`src/logic/lblu_defines.svh`:
```
// Constants of the ladder bit logic unit: word layout, sizes, reset values.
`ifndef LBLU_DEFINES_SVH
`define LBLU_DEFINES_SVH

`define LBLU_INSTR_W    16
`define LBLU_OP_MSB     15
`define LBLU_OP_LSB     12
`define LBLU_ZONE_MSB   11
`define LBLU_ZONE_LSB   9
`define LBLU_ADDR_MSB   8
`define LBLU_ADDR_LSB   0
`define LBLU_ADDR_W     9
`define LBLU_ZONE_W     3
`define LBLU_STACK_DEPTH 8
`define LBLU_COND_RST   1'h0

`endif

```
`src/logic/lblu_pkg.sv`:
```
// Types of the ladder bit logic unit.
package lblu_pkg;

	typedef enum logic [3:0] {
		OP_LOAD       = 4'h0,
		OP_LOAD_INV   = 4'h1,
		OP_AND        = 4'h2,
		OP_AND_INV    = 4'h3,
		OP_OR         = 4'h4,
		OP_OR_INV     = 4'h5,
		OP_AND_BLK    = 4'h6,
		OP_OR_BLK     = 4'h7,
		OP_DRIVE      = 4'h8,
		OP_DRIVE_INV  = 4'h9
	} lblu_op_type;

	typedef enum logic [2:0] {
		ZN_INTERNAL   = 3'h0,
		ZN_SPECIAL    = 3'h1,
		ZN_AUX        = 3'h2,
		ZN_HOLDING    = 3'h3,
		ZN_TIMER      = 3'h4,
		ZN_LINK       = 3'h5,
		ZN_TEMP       = 3'h6,
		ZN_NONE       = 3'h7
	} lblu_zone_type;

	typedef enum logic [1:0] {
		ST_IDLE = 2'h0,
		ST_EVAL = 2'h1
	} lblu_state_type;

endpackage : lblu_pkg

```
`src/logic/lblu_stack.sv`:
```
// Last-in store of unused execution conditions.
`timescale 1ns/1ps
`include "lblu_defines.svh"

module lblu_stack #(
	parameter int DEPTH = `LBLU_STACK_DEPTH,
	parameter int AW    = $clog2(DEPTH),
	parameter int CW    = $clog2(DEPTH + 1)
) (
	input  wire logic          clk_i,
	input  wire logic          rst_n_i,
	input  wire logic          push_i,
	input  wire logic          pop_i,
	input  wire logic          data_i,
	output logic               top_o,
	output logic [CW-1:0]      count_o
);

	logic          mem [DEPTH];
	logic [CW-1:0] count_r;
	logic          top_r;

	// The array has no reset so that it maps onto plain storage.
	always_ff @(posedge clk_i) begin
		if (push_i && (count_r < CW'(DEPTH))) begin
			mem[AW'(count_r)] <= data_i;
		end
	end

	always_ff @(posedge clk_i or negedge rst_n_i) begin
		if (!rst_n_i) begin
			count_r <= '0;
			top_r   <= 1'h0;
		end else if (push_i && (count_r < CW'(DEPTH))) begin
			count_r <= CW'(count_r + CW'(1));
			top_r   <= data_i;
		end else if (pop_i && (count_r != '0)) begin
			count_r <= CW'(count_r - CW'(1));
			top_r   <= (count_r >= CW'(2)) ?
				mem[AW'(CW'(count_r - CW'(2)))] : 1'h0;
		end
	end

	assign top_o   = top_r;
	assign count_o = count_r;

endmodule : lblu_stack

```
`src/logic/lblu_unit.sv`:
```
// Ladder bit logic unit: condition evaluation and bit drive.
`timescale 1ns/1ps
`include "lblu_defines.svh"

// Function
// - Load starts new condition, maybe inverted.
// - Conjoin ANDs condition with bit.
// - Inverted conjoin ANDs with inverted bit.
// - Disjoin ORs condition with bit.
// - Inverted disjoin ORs with inverted bit.
// - Block ops combine current and last unused.
// - Multi-line inputs are combined as blocks.
// - Drive copies condition to designated bit.
// - Inverted drive writes inverse of condition.
// - Temp branch drive allowed mid line.
// - Zone legality per instruction form.
// - Arithmetic flags never touched.
// - First word holds operation and bit operand.
// - No limit on order or bit reuse; code refuses conjoin, disjoin and drive before the first load.
// - Fault flag on blocks execution.
module lblu_unit #(
	parameter int DEPTH = `LBLU_STACK_DEPTH,
	parameter int CW    = $clog2(DEPTH + 1)
) (
	input  wire logic                       clk_i,
	input  wire logic                       rst_n_i,
	input  wire logic                       instr_valid_i,
	input  wire logic [`LBLU_INSTR_W-1:0]   instr_word_i,
	output logic                            instr_ready_o,
	output logic [`LBLU_ZONE_W-1:0]         rd_zone_o,
	output logic [`LBLU_ADDR_W-1:0]         rd_addr_o,
	input  wire logic                       rd_bit_i,
	input  wire logic                       exec_fault_i,
	output logic                            wr_en_o,
	output logic [`LBLU_ZONE_W-1:0]         wr_zone_o,
	output logic [`LBLU_ADDR_W-1:0]         wr_addr_o,
	output logic                            wr_data_o,
	output logic                            cond_o,
	output logic                            done_o,
	output logic                            illegal_o,
	output logic                            skipped_o
);

	typedef struct packed {
		lblu_pkg::lblu_state_type state;
		lblu_pkg::lblu_op_type    op;
		lblu_pkg::lblu_zone_type  zone;
		logic [`LBLU_ADDR_W-1:0]  addr;
		logic                     ready;
		logic                     cond;
		logic                     has_cond;
		logic                     wr_en;
		logic                     wr_data;
		logic                     done;
		logic                     illegal;
		logic                     skipped;
	} lblu_regs_type;

	lblu_regs_type s_r;
	lblu_regs_type s_nxt;
	logic          push;
	logic          pop;
	logic          stk_top;
	logic [CW-1:0] stk_count;
	logic          bit_val;

	// Temp branch bits feed only plain load and plain drive.
	function automatic logic zone_ok(input lblu_pkg::lblu_op_type op,
		input lblu_pkg::lblu_zone_type zone);
		if (op == lblu_pkg::OP_AND_BLK || op == lblu_pkg::OP_OR_BLK) begin
			return 1'h1;
		end
		if (zone == lblu_pkg::ZN_NONE) begin
			return 1'h0;
		end
		if (zone == lblu_pkg::ZN_TEMP) begin
			return op == lblu_pkg::OP_LOAD || op == lblu_pkg::OP_DRIVE;
		end
		return 1'h1;
	endfunction : zone_ok

	function automatic logic is_inv(input lblu_pkg::lblu_op_type op);
		return op == lblu_pkg::OP_LOAD_INV || op == lblu_pkg::OP_AND_INV ||
			op == lblu_pkg::OP_OR_INV || op == lblu_pkg::OP_DRIVE_INV;
	endfunction : is_inv

	lblu_stack #(
		.DEPTH   (DEPTH)
	) u_stack (
		.clk_i   (clk_i),
		.rst_n_i (rst_n_i),
		.push_i  (push),
		.pop_i   (pop),
		.data_i  (s_r.cond),
		.top_o   (stk_top),
		.count_o (stk_count)
	);

	assign bit_val = rd_bit_i ^ is_inv(s_r.op);

	always_comb begin
		s_nxt         = s_r;
		s_nxt.wr_en   = 1'h0;
		s_nxt.done    = 1'h0;
		s_nxt.illegal = 1'h0;
		s_nxt.skipped = 1'h0;
		push          = 1'h0;
		pop           = 1'h0;
		unique case (s_r.state)
			lblu_pkg::ST_IDLE: begin
				s_nxt.ready = 1'h1;
				if (instr_valid_i && s_r.ready) begin
					s_nxt.op    = lblu_pkg::lblu_op_type'(
						instr_word_i[`LBLU_OP_MSB:`LBLU_OP_LSB]);
					s_nxt.zone  = lblu_pkg::lblu_zone_type'(
						instr_word_i[`LBLU_ZONE_MSB:`LBLU_ZONE_LSB]);
					s_nxt.addr  = instr_word_i[`LBLU_ADDR_MSB:`LBLU_ADDR_LSB];
					s_nxt.ready = 1'h0;
					s_nxt.state = lblu_pkg::ST_EVAL;
				end
			end
			lblu_pkg::ST_EVAL: begin
				s_nxt.state = lblu_pkg::ST_IDLE;
				s_nxt.ready = 1'h1;
				s_nxt.done  = 1'h1;
				if (exec_fault_i) begin
					s_nxt.skipped = 1'h1;
				end else if (!zone_ok(s_r.op, s_r.zone)) begin
					s_nxt.illegal = 1'h1;
				end else begin
					case (s_r.op)
						lblu_pkg::OP_LOAD, lblu_pkg::OP_LOAD_INV: begin
							if (s_r.has_cond && stk_count == CW'(DEPTH)) begin
								s_nxt.illegal = 1'h1;
							end else begin
								push           = s_r.has_cond;
								s_nxt.cond     = bit_val;
								s_nxt.has_cond = 1'h1;
							end
						end
						lblu_pkg::OP_AND, lblu_pkg::OP_AND_INV: begin
							if (s_r.has_cond) begin
								s_nxt.cond = s_r.cond & bit_val;
							end else begin
								s_nxt.illegal = 1'h1;
							end
						end
						lblu_pkg::OP_OR, lblu_pkg::OP_OR_INV: begin
							// A refused disjoin must not raise the condition.
							if (s_r.has_cond) begin
								s_nxt.cond = s_r.cond | bit_val;
							end else begin
								s_nxt.illegal = 1'h1;
							end
						end
						lblu_pkg::OP_AND_BLK, lblu_pkg::OP_OR_BLK: begin
							if (stk_count == '0 || !s_r.has_cond) begin
								s_nxt.illegal = 1'h1;
							end else begin
								pop        = 1'h1;
								s_nxt.cond = (s_r.op == lblu_pkg::OP_AND_BLK) ?
									(s_r.cond & stk_top) : (s_r.cond | stk_top);
							end
						end
						lblu_pkg::OP_DRIVE, lblu_pkg::OP_DRIVE_INV: begin
							s_nxt.wr_en   = s_r.has_cond;
							s_nxt.wr_data = s_r.cond ^ is_inv(s_r.op);
							s_nxt.illegal = !s_r.has_cond;
						end
						default: begin
							s_nxt.illegal = 1'h1;
						end
					endcase
				end
			end
		endcase
	end

	always_ff @(posedge clk_i or negedge rst_n_i) begin
		if (!rst_n_i) begin
			s_r       <= '0;
			s_r.cond  <= `LBLU_COND_RST;
		end else begin
			s_r <= s_nxt;
		end
	end

	assign instr_ready_o = s_r.ready;
	assign rd_zone_o     = s_r.zone;
	assign rd_addr_o     = s_r.addr;
	assign wr_en_o       = s_r.wr_en;
	assign wr_zone_o     = s_r.zone;
	assign wr_addr_o     = s_r.addr;
	assign wr_data_o     = s_r.wr_data;
	assign cond_o        = s_r.cond;
	assign done_o        = s_r.done;
	assign illegal_o     = s_r.illegal;
	assign skipped_o     = s_r.skipped;

	logic ev;
	assign ev = s_r.state == lblu_pkg::ST_EVAL && !exec_fault_i &&
		zone_ok(s_r.op, s_r.zone);
endmodule : lblu_unit

```
`config.mk`:
```
export PLATFORM = sky130hd
export DESIGN_NAME = lblu_unit
export DESIGN_NICKNAME = d
export VERILOG_FILES = /design/src/logic/lblu_pkg.sv /design/src/logic/lblu_stack.sv /design/src/logic/lblu_unit.sv
export VERILOG_INCLUDE_DIRS = /design/src /design/src/logic
export SDC_FILE = /design/constraint.sdc
export NUM_CORES = 1
export LEC_CHECK = 0
export ABC_AREA = 1
export BUFFER_PORTS_ARGS = -buffer_cell sky130_fd_sc_hd__clkbuf_2
export CAP_MARGIN = 20
export CORE_MARGIN = 5
export CORE_UTILIZATION = 40
export CTS_BUF_LIST = sky130_fd_sc_hd__clkbuf_8
export CTS_CLUSTER_SIZE = 28
export DETAILED_ROUTE_END_ITERATION = 12
export GPL_TIMING_DRIVEN = 1
export SLEW_MARGIN = 20
export SYNTH_ARGS = -nofsm -noshare
export SYNTH_HDL_FRONTEND = slang
export SYNTH_HIERARCHICAL = 1
export SYNTH_SLANG_ARGS = --single-unit
```
`constraint.sdc`:
```
create_clock -name clk_i -period 2.2 [get_ports clk_i]
set_input_delay 0.22 -clock clk_i [delete_from_list [all_inputs] [get_ports clk_i]]
set_output_delay 0.22 -clock clk_i [all_outputs]
set_load 0.1 [all_outputs]
```
# After elaboration in Yosys (flattened, before gate mapping)
# Memory sizes are Yosys's and may differ from the RTL's.
# Cells that the tools add are included.
# totals
register_bits	31
latchBits	0
ram_bits	8
romBits	0
inputBits	21
word_cells	130
memories	1
# op_classes
addsub	3
n_mul	0
n_div	0
order_cmp	2
n_eq_ne	18
shift	0
muxes	57
n_bitwise	8
reduce_logical	27
# mem_list
memory	words	width	read_ports	rd_clocked_by_memory_dff	write_ports	line	rtl
u_stack.mem	8	1	1	0	1	lblu_stack.sv:19	logic mem [DEPTH];
# ops
op	n
$mux W1	45
$mux W19	1
$eq A4 B3 Y1 const B	4
$eq A4 B4 Y1 const B	3
$ne A2 B2 Y1 const B	5
$reduce_or A2 Y1	5
$eq A4 B2 Y1 const B	2
$logic_not A4 Y1	2
$mux W2	4
$mux W4	2
$pmux W1 S4	2
$reduce_and A8 Y1	1
$reduce_bool A4 Y1	2
$eq A3 B3 Y1 const B	2
$logic_or A1 B1 Y1	6
$mux W5	1
$reduce_and A5 Y1	1
$add A4 B1 Y4 const B	1
$eq A4 B1 Y1 const B	1
$ge A4 B2 Y1 const B	1
$logic_and A1 B1 Y1	4
$lt A4 B4 Y1 const B	1
$pmux W2 S2	1
$reduce_and A4 Y1	1
13 further kinds	17

# Logic depth before layout (Yosys ltp)
# depth
word_depth	23
mapped_depth	15
mapped_depth_nobuf	14

# Cells and area by module
# The synthesis kept the hierarchy.
# modules_own_cells
module	instances	cells_each	area_per_inst_um2
lblu_unit	1	186	1401.3
lblu_stack	1	84	775.7

# Worst setup path after synthesis
# No wires, ideal clock.
# synth_path
path_kind	flip-flop to flip-flop
startpoint	reg s_r[21] (netlist bit)
endpoint	reg u_stack.count_r[3], in the netlist u_stack/count_o[3]
setup_time_ns	0.120
t_arrival_ns	2.087
required_ns	2.080
path_slack_ns	-0.007
stages_incl_launch_ff	15
path_cell_list	dfrtp_1 > nor2_1 > nand2_1 > nand3_2 > nand3_1 > nor3_1 > nand2_2 > buf_6 > ha_1 > nand2_2 > nand2_2 > a21oi_2 > nand2_1 > o21ai_1 > nand2_1
# synth_between
elab_chain_len	13
elab_cells_between_ends	30
cone_classes	eq/ne: 4; mux: 18; reduce/logical: 8
# synth_rtl
item	line	rtl
from (decl)	lblu_unit.sv:59	lblu_regs_type s_r;
from (signal assigned)	lblu_unit.sv:184	s_r <= s_nxt;
$eq A4 B4 Y1, or another cell as far along	lblu_unit.sv:77	return op == lblu_pkg::OP_LOAD || op == lblu_pkg::OP_DRIVE;
$logic_or A1 B1 Y1	-	
$mux W1	-	
$mux W1 (on tied branches)	lblu_unit.sv:79, lblu_unit.sv:126	
$mux W1 (on tied branches)	lblu_unit.sv:76, lblu_unit.sv:109	
$mux W1	lblu_unit.sv:73	if (zone == lblu_pkg::ZN_NONE) begin
$mux W1	lblu_unit.sv:126	if (exec_fault_i) begin
$mux W1	lblu_unit.sv:109	unique case (s_r.state)
$mux W1 *	lblu_unit.sv:128	end else if (!zone_ok(s_r.op, s_r.zone)) begin
$mux W1 *	lblu_unit.sv:126	
$mux W1 *	lblu_unit.sv:109	
net push	lblu_unit.sv:61	logic push;
$logic_and A1 B1 Y1 *	lblu_stack.sv:34	end else if (push_i && (count_r < CW'(DEPTH))) begin
$mux W4 or $reduce_bool A2 Y1 (tied branches)	-	
to (signal assigned)	lblu_stack.sv:35	count_r <= CW'(count_r + CW'(1));
to (signal assigned)	lblu_stack.sv:38	count_r <= CW'(count_r - CW'(1));
to (decl)	lblu_stack.sv:20	logic [CW-1:0] count_r;
# The timed path passes the listed nets; every way through them passes the cells marked *. The select of a mux whose other input is x is not followed.
# A chain may end at the register's enable or synchronous reset.

# Worst setup path in the final report
# layout_path
startpoint	reg s_r[21] (netlist bit)
endpoint	reg u_stack.count_r[2], in the netlist u_stack/count_o[2]
# The elaborated chain is that of the path after synthesis.

==> insert_results.sql <==
INSERT INTO impl_metrics (metric_group, metric, value, unit) VALUES
('logic_synthesis', 'synth_top_cells_by_area', 'dfrtp_1, nand2_1, edfxtp_1, buf_4, inv_1', ''),
('finish', 'areaGrowthSynthToFinish', '20.46', '%'),
('sta', 'max_freq', '479.0', 'MHz'),
('finish', 'drive_above_1_share', '0.3227', ''),
('logic_synthesis', 'yosys_register_bits', '38', ''),
('route', 'route.antenna.remaining_nets', '0', ''),
('critical_path', 'maximum_net_fanout_on_the_critical_path', '5', ''),
('power_and_ir_drop', 'leak_pwr', '1.378', 'nW'),
('placement', 'dp.cells', '369', ''),
('placement', 'port_buffers', '51', ''),
('sta', 'fin_skew', '0.007572', 'ns'),
('status', 'failed_checks', 'negative hold slack', ''),
('floorplan', 'die_x', '83.78', 'µm'),
('logic_synthesis', 'synth-main-ff-cell', 'dfrtp_1', ''),
('sta', 'min_clock_period_post_route', '2.087', 'ns'),
('placement', 'hpwl', '3.376', 'mm'),
('logic_synthesis', 'synth_edf_count', '8', ''),
('sta', 'fin_ws', '0.1125', 'ns'),
('global_route', 'grt_util_all_layers', '0.1396', ''),
('placement', 'rd_place_congestion', '0.8414', ''),
('sta', 'timing.final.hold_violations', '30', ''),
('route', 'number_of_search_and_repair_iterations_in_the_first_detailed_routing_pass', '4', ''),
('logic_synthesis', 'avgSynthCellArea', '8.063', 'µm²'),
('sta', 'timing.final.setup_violations', '0', ''),
('job', 'maximum_capacitance_violations', '0', ''),
('sta', 'finalMaxSlewViolations', '0', ''),
('global_route', 'maximum_number_of_pins_on_one_net_before_global_route_repair', '31', ''),
('floorplan', 'pin_count', '52', ''),
('route', 'wire_per_inst', '12.12', 'µm'),
('sta', 'post_route_hold_slack', '-0.02847', 'ns'),
('clock_tree', 'clk_pin_slew', '0.08', 'ns'),
('critical_path', 'critical_path.n_buffers_inverters', '0', ''),
('logic_synthesis', 'synth-seq-area-share', '0.4552', ''),
('critical_path', 'critical_path.top_delay_family', 'simple AND/OR/NAND/NOR gates', ''),
('sta', 'finalCritPeriodShare', '0.9489', ''),
('critical_path', 'timing.setup.critical_path_class', 'reg -> reg', ''),
('global_route', 'vias_in_the_first_global_route', '1773', ''),
('clock_tree', 'cts_sinks', '38', ''),
('finish', 'num-nets-final', '340', ''),
('logic_synthesis', 'synthArstFlopShare', '0.7895', ''),
('clock_tree', 'hold_buffers', '0', ''),
('clock_tree', 'insertion_delay', '0.29', 'ns'),
('clock_tree', 'cts_made_buffers', '5', ''),
('critical_path', 'cp_slowest_stage_delay', '0.48', 'ns'),
('logic_synthesis', 'synth_top_area_share', '0.3448', ''),
('finish', 'postLayoutCoreUtil', '0.5038', ''),
('clock_tree', 'cts-htree-levels', '2', ''),
('critical_path', 'list_of_cells_traversed_by_the_critical_path', 'nor2_4 -> nand2_2 -> nand3_4 -> nand3_2 -> nor3_2 -> nand2_2 -> fa_1 -> xor2_1 -> nand2_1 -> o21ai_1', ''),
('critical_path', 'critPathRequiredTime', '2.38', 'ns'),
('placement', 'dp_slack', '0.1071', 'ns'),
('logic_synthesis', 'synth_nets', '298', ''),
('finish', 'num-fill-cells', '520', ''),
('floorplan', 'fp.coreArea', '5205', 'µm²'),
('logic_synthesis', 'synth.cell_area', '2177', 'µm²'),
('clock_tree', 'buffers_from_clock_root_to_sink_at_most', '2', ''),
('status', 'result_of_the_run', 'finished with violations', ''),
('clock_tree', 'cts-root-buf', 'clkbuf_8', ''),
('floorplan', 'die_h', '83.78', 'µm'),
('logic_synthesis', 'synth_area_leader_cell', 'dfrtp_1', ''),
('critical_path', 'timing.critical_path.mode_cell', 'nand2_2', ''),
('logic_synthesis', 'synth_top_cells_by_count', 'nand2_1, inv_1, dfrtp_1', ''),
('global_route', 'antenna_found_initial', '0', ''),
('critical_path', 'setup.worst_path.end_class', 'register', ''),
('route', 'drc', '0', ''),
('power_and_ir_drop', 'power_density', '1402', 'nW/µm²'),
('finish', 'fin_cells', '383', ''),
('global_route', 'grt_remaining_overflow', '0', ''),
('logic_synthesis', 'syn_inst', '270', ''),
('critical_path', 'cell_with_the_largest_stage_delay_on_the_worst_path', 'dfrtp_2', ''),
('global_route', 'first_pass_grt_wire_length', '8.024', 'mm'),
('route', 'viasPerCell', '4.543', '');
==> cell families after synthesis <==
kind of cell | after synthesis | synth area share
AO/OA/AOI/OAI | 16 | 0.04368
XOR/XNOR | 3 | 0.01207
adder cells (fa/ha/maj) | 7 | 0.04368
buffers and inverters | 63 | 0.1580
flip-flops | 38 | 0.4552
AND/OR/NAND/NOR | 143 | 0.2874
==> state kept, by name (all words and copies together), names as in the netlist, 3 cells and up <==
register	cells
rd_addr_o	9
u_stack/count_o	4
s_r	6
rd_zone_o	3
u_stack/mem	8
==> metal layers <==
layer	up-vias	track usage	part of all wire
li1	903	-	-
met2	58	0.2242	0.45
met5	-	0	0
met1	773	0.1812	0.47
met3	6	0.04344	0.074
met4	0	0.03947	0.012
==> worst paths after layout <==
check	end	slack [ns]	cells past startpoint	start
worst min register to register	done_o$_DFF_PN0_	0.41	0	s_r[24]$_DFFE_PN0P_
worst min-delay path	rd_addr_o[1]$_DFFE_PN0P_	-0.03	1	rst_n_i
worst max register to register	u_stack/count_o[2]$_DFFE_PN0P_	0.11	10	s_r[21]$_DFFE_PN0P_
min in group clk_i	rd_zone_o[0]$_DFFE_PN0P_	0.12	3	instr_word_i[9]
max in group asynchronous	s_r[23]$_DFFE_PN0P_	1.71	1	rst_n_i
worst max-delay path	u_stack/count_o[2]$_DFFE_PN0P_	0.11	10	s_r[21]$_DFFE_PN0P_
==> worst reg2reg max path: stages, from the launching register on <==
cell and delay [ns]:
dfrtp_2 0.48, nor2_4 0.15, nand2_2 0.07, nand3_4 0.08, nand3_2 0.08, nor3_2 0.21
nand2_2 0.16, fa_1 0.46, xor2_1 0.17, nand2_1 0.06, o21ai_1 0.06
==> power breakdown <==
group,leakage [nW],internal (mW),switching [mW],total (mW)
registers,0.431,0.875,0.133,1.01
clock network,0.0714,0.484,0.248,0.731
logic,0.875,0.438,1.50,1.94
total,1.38,1.80,1.88,3.68
==> cell type report <==
cell class / instances / area [µm²] / area share
clock inverters: 2 / 60.06 / 0.02290
clock buffers: 6 / 82.58 / 0.03149
inverters: 33 / 126.4 / 0.04819
multi-input cells: 169 / 909.6 / 0.3469
repair buffers: 65 / 360.3 / 0.1374
well taps: 70 / 87.58 / 0.03340
flip-flops and latches: 38 / 996.0 / 0.3798
==> cells in the final DEF (no fill, tap or decap) <==
cell	n
nand3_1	16
nor3_2	1
bufinv_16	2
buf_4	14
ha_1	4
clkbuf_8	6
dfrtp_2	4
a21oi_2	1
nand3_4	2
ha_4	2
clkbuf_2	51
edfxtp_1	8
o21ai_1	3
a21o_2	1
inv_4	1
inv_1	31
fa_1	1
nand4_2	1
nor3_1	10
nand2_2	8
o21ai_0	7
nor2_2	1
inv_2	1
nand3_2	3
nor2_4	2
a211o_1	1
dfrtp_1	26
nand2_1	85
a41oi_1	1
xor2_1	3
a21oi_1	2
nor2_1	14
==> repair_timing <==
| action | CTS | global route |
|---|---|---|
| endpoints found under the setup margin | 0 | 2 |
| resized for setup | 0 | 16 |
| buffers inserted | 0 | 6 |
==> stage by stage <==
step                setup TNS [ns]  instance area, µm²
finish                           0                2623
global route             -0.007468                2623
CTS                              0                2507
detailed placement               0                2365
global placement                 0                2365
floorplan                        0                2182
Note: power is estimated with default switching activity, not from simulation.
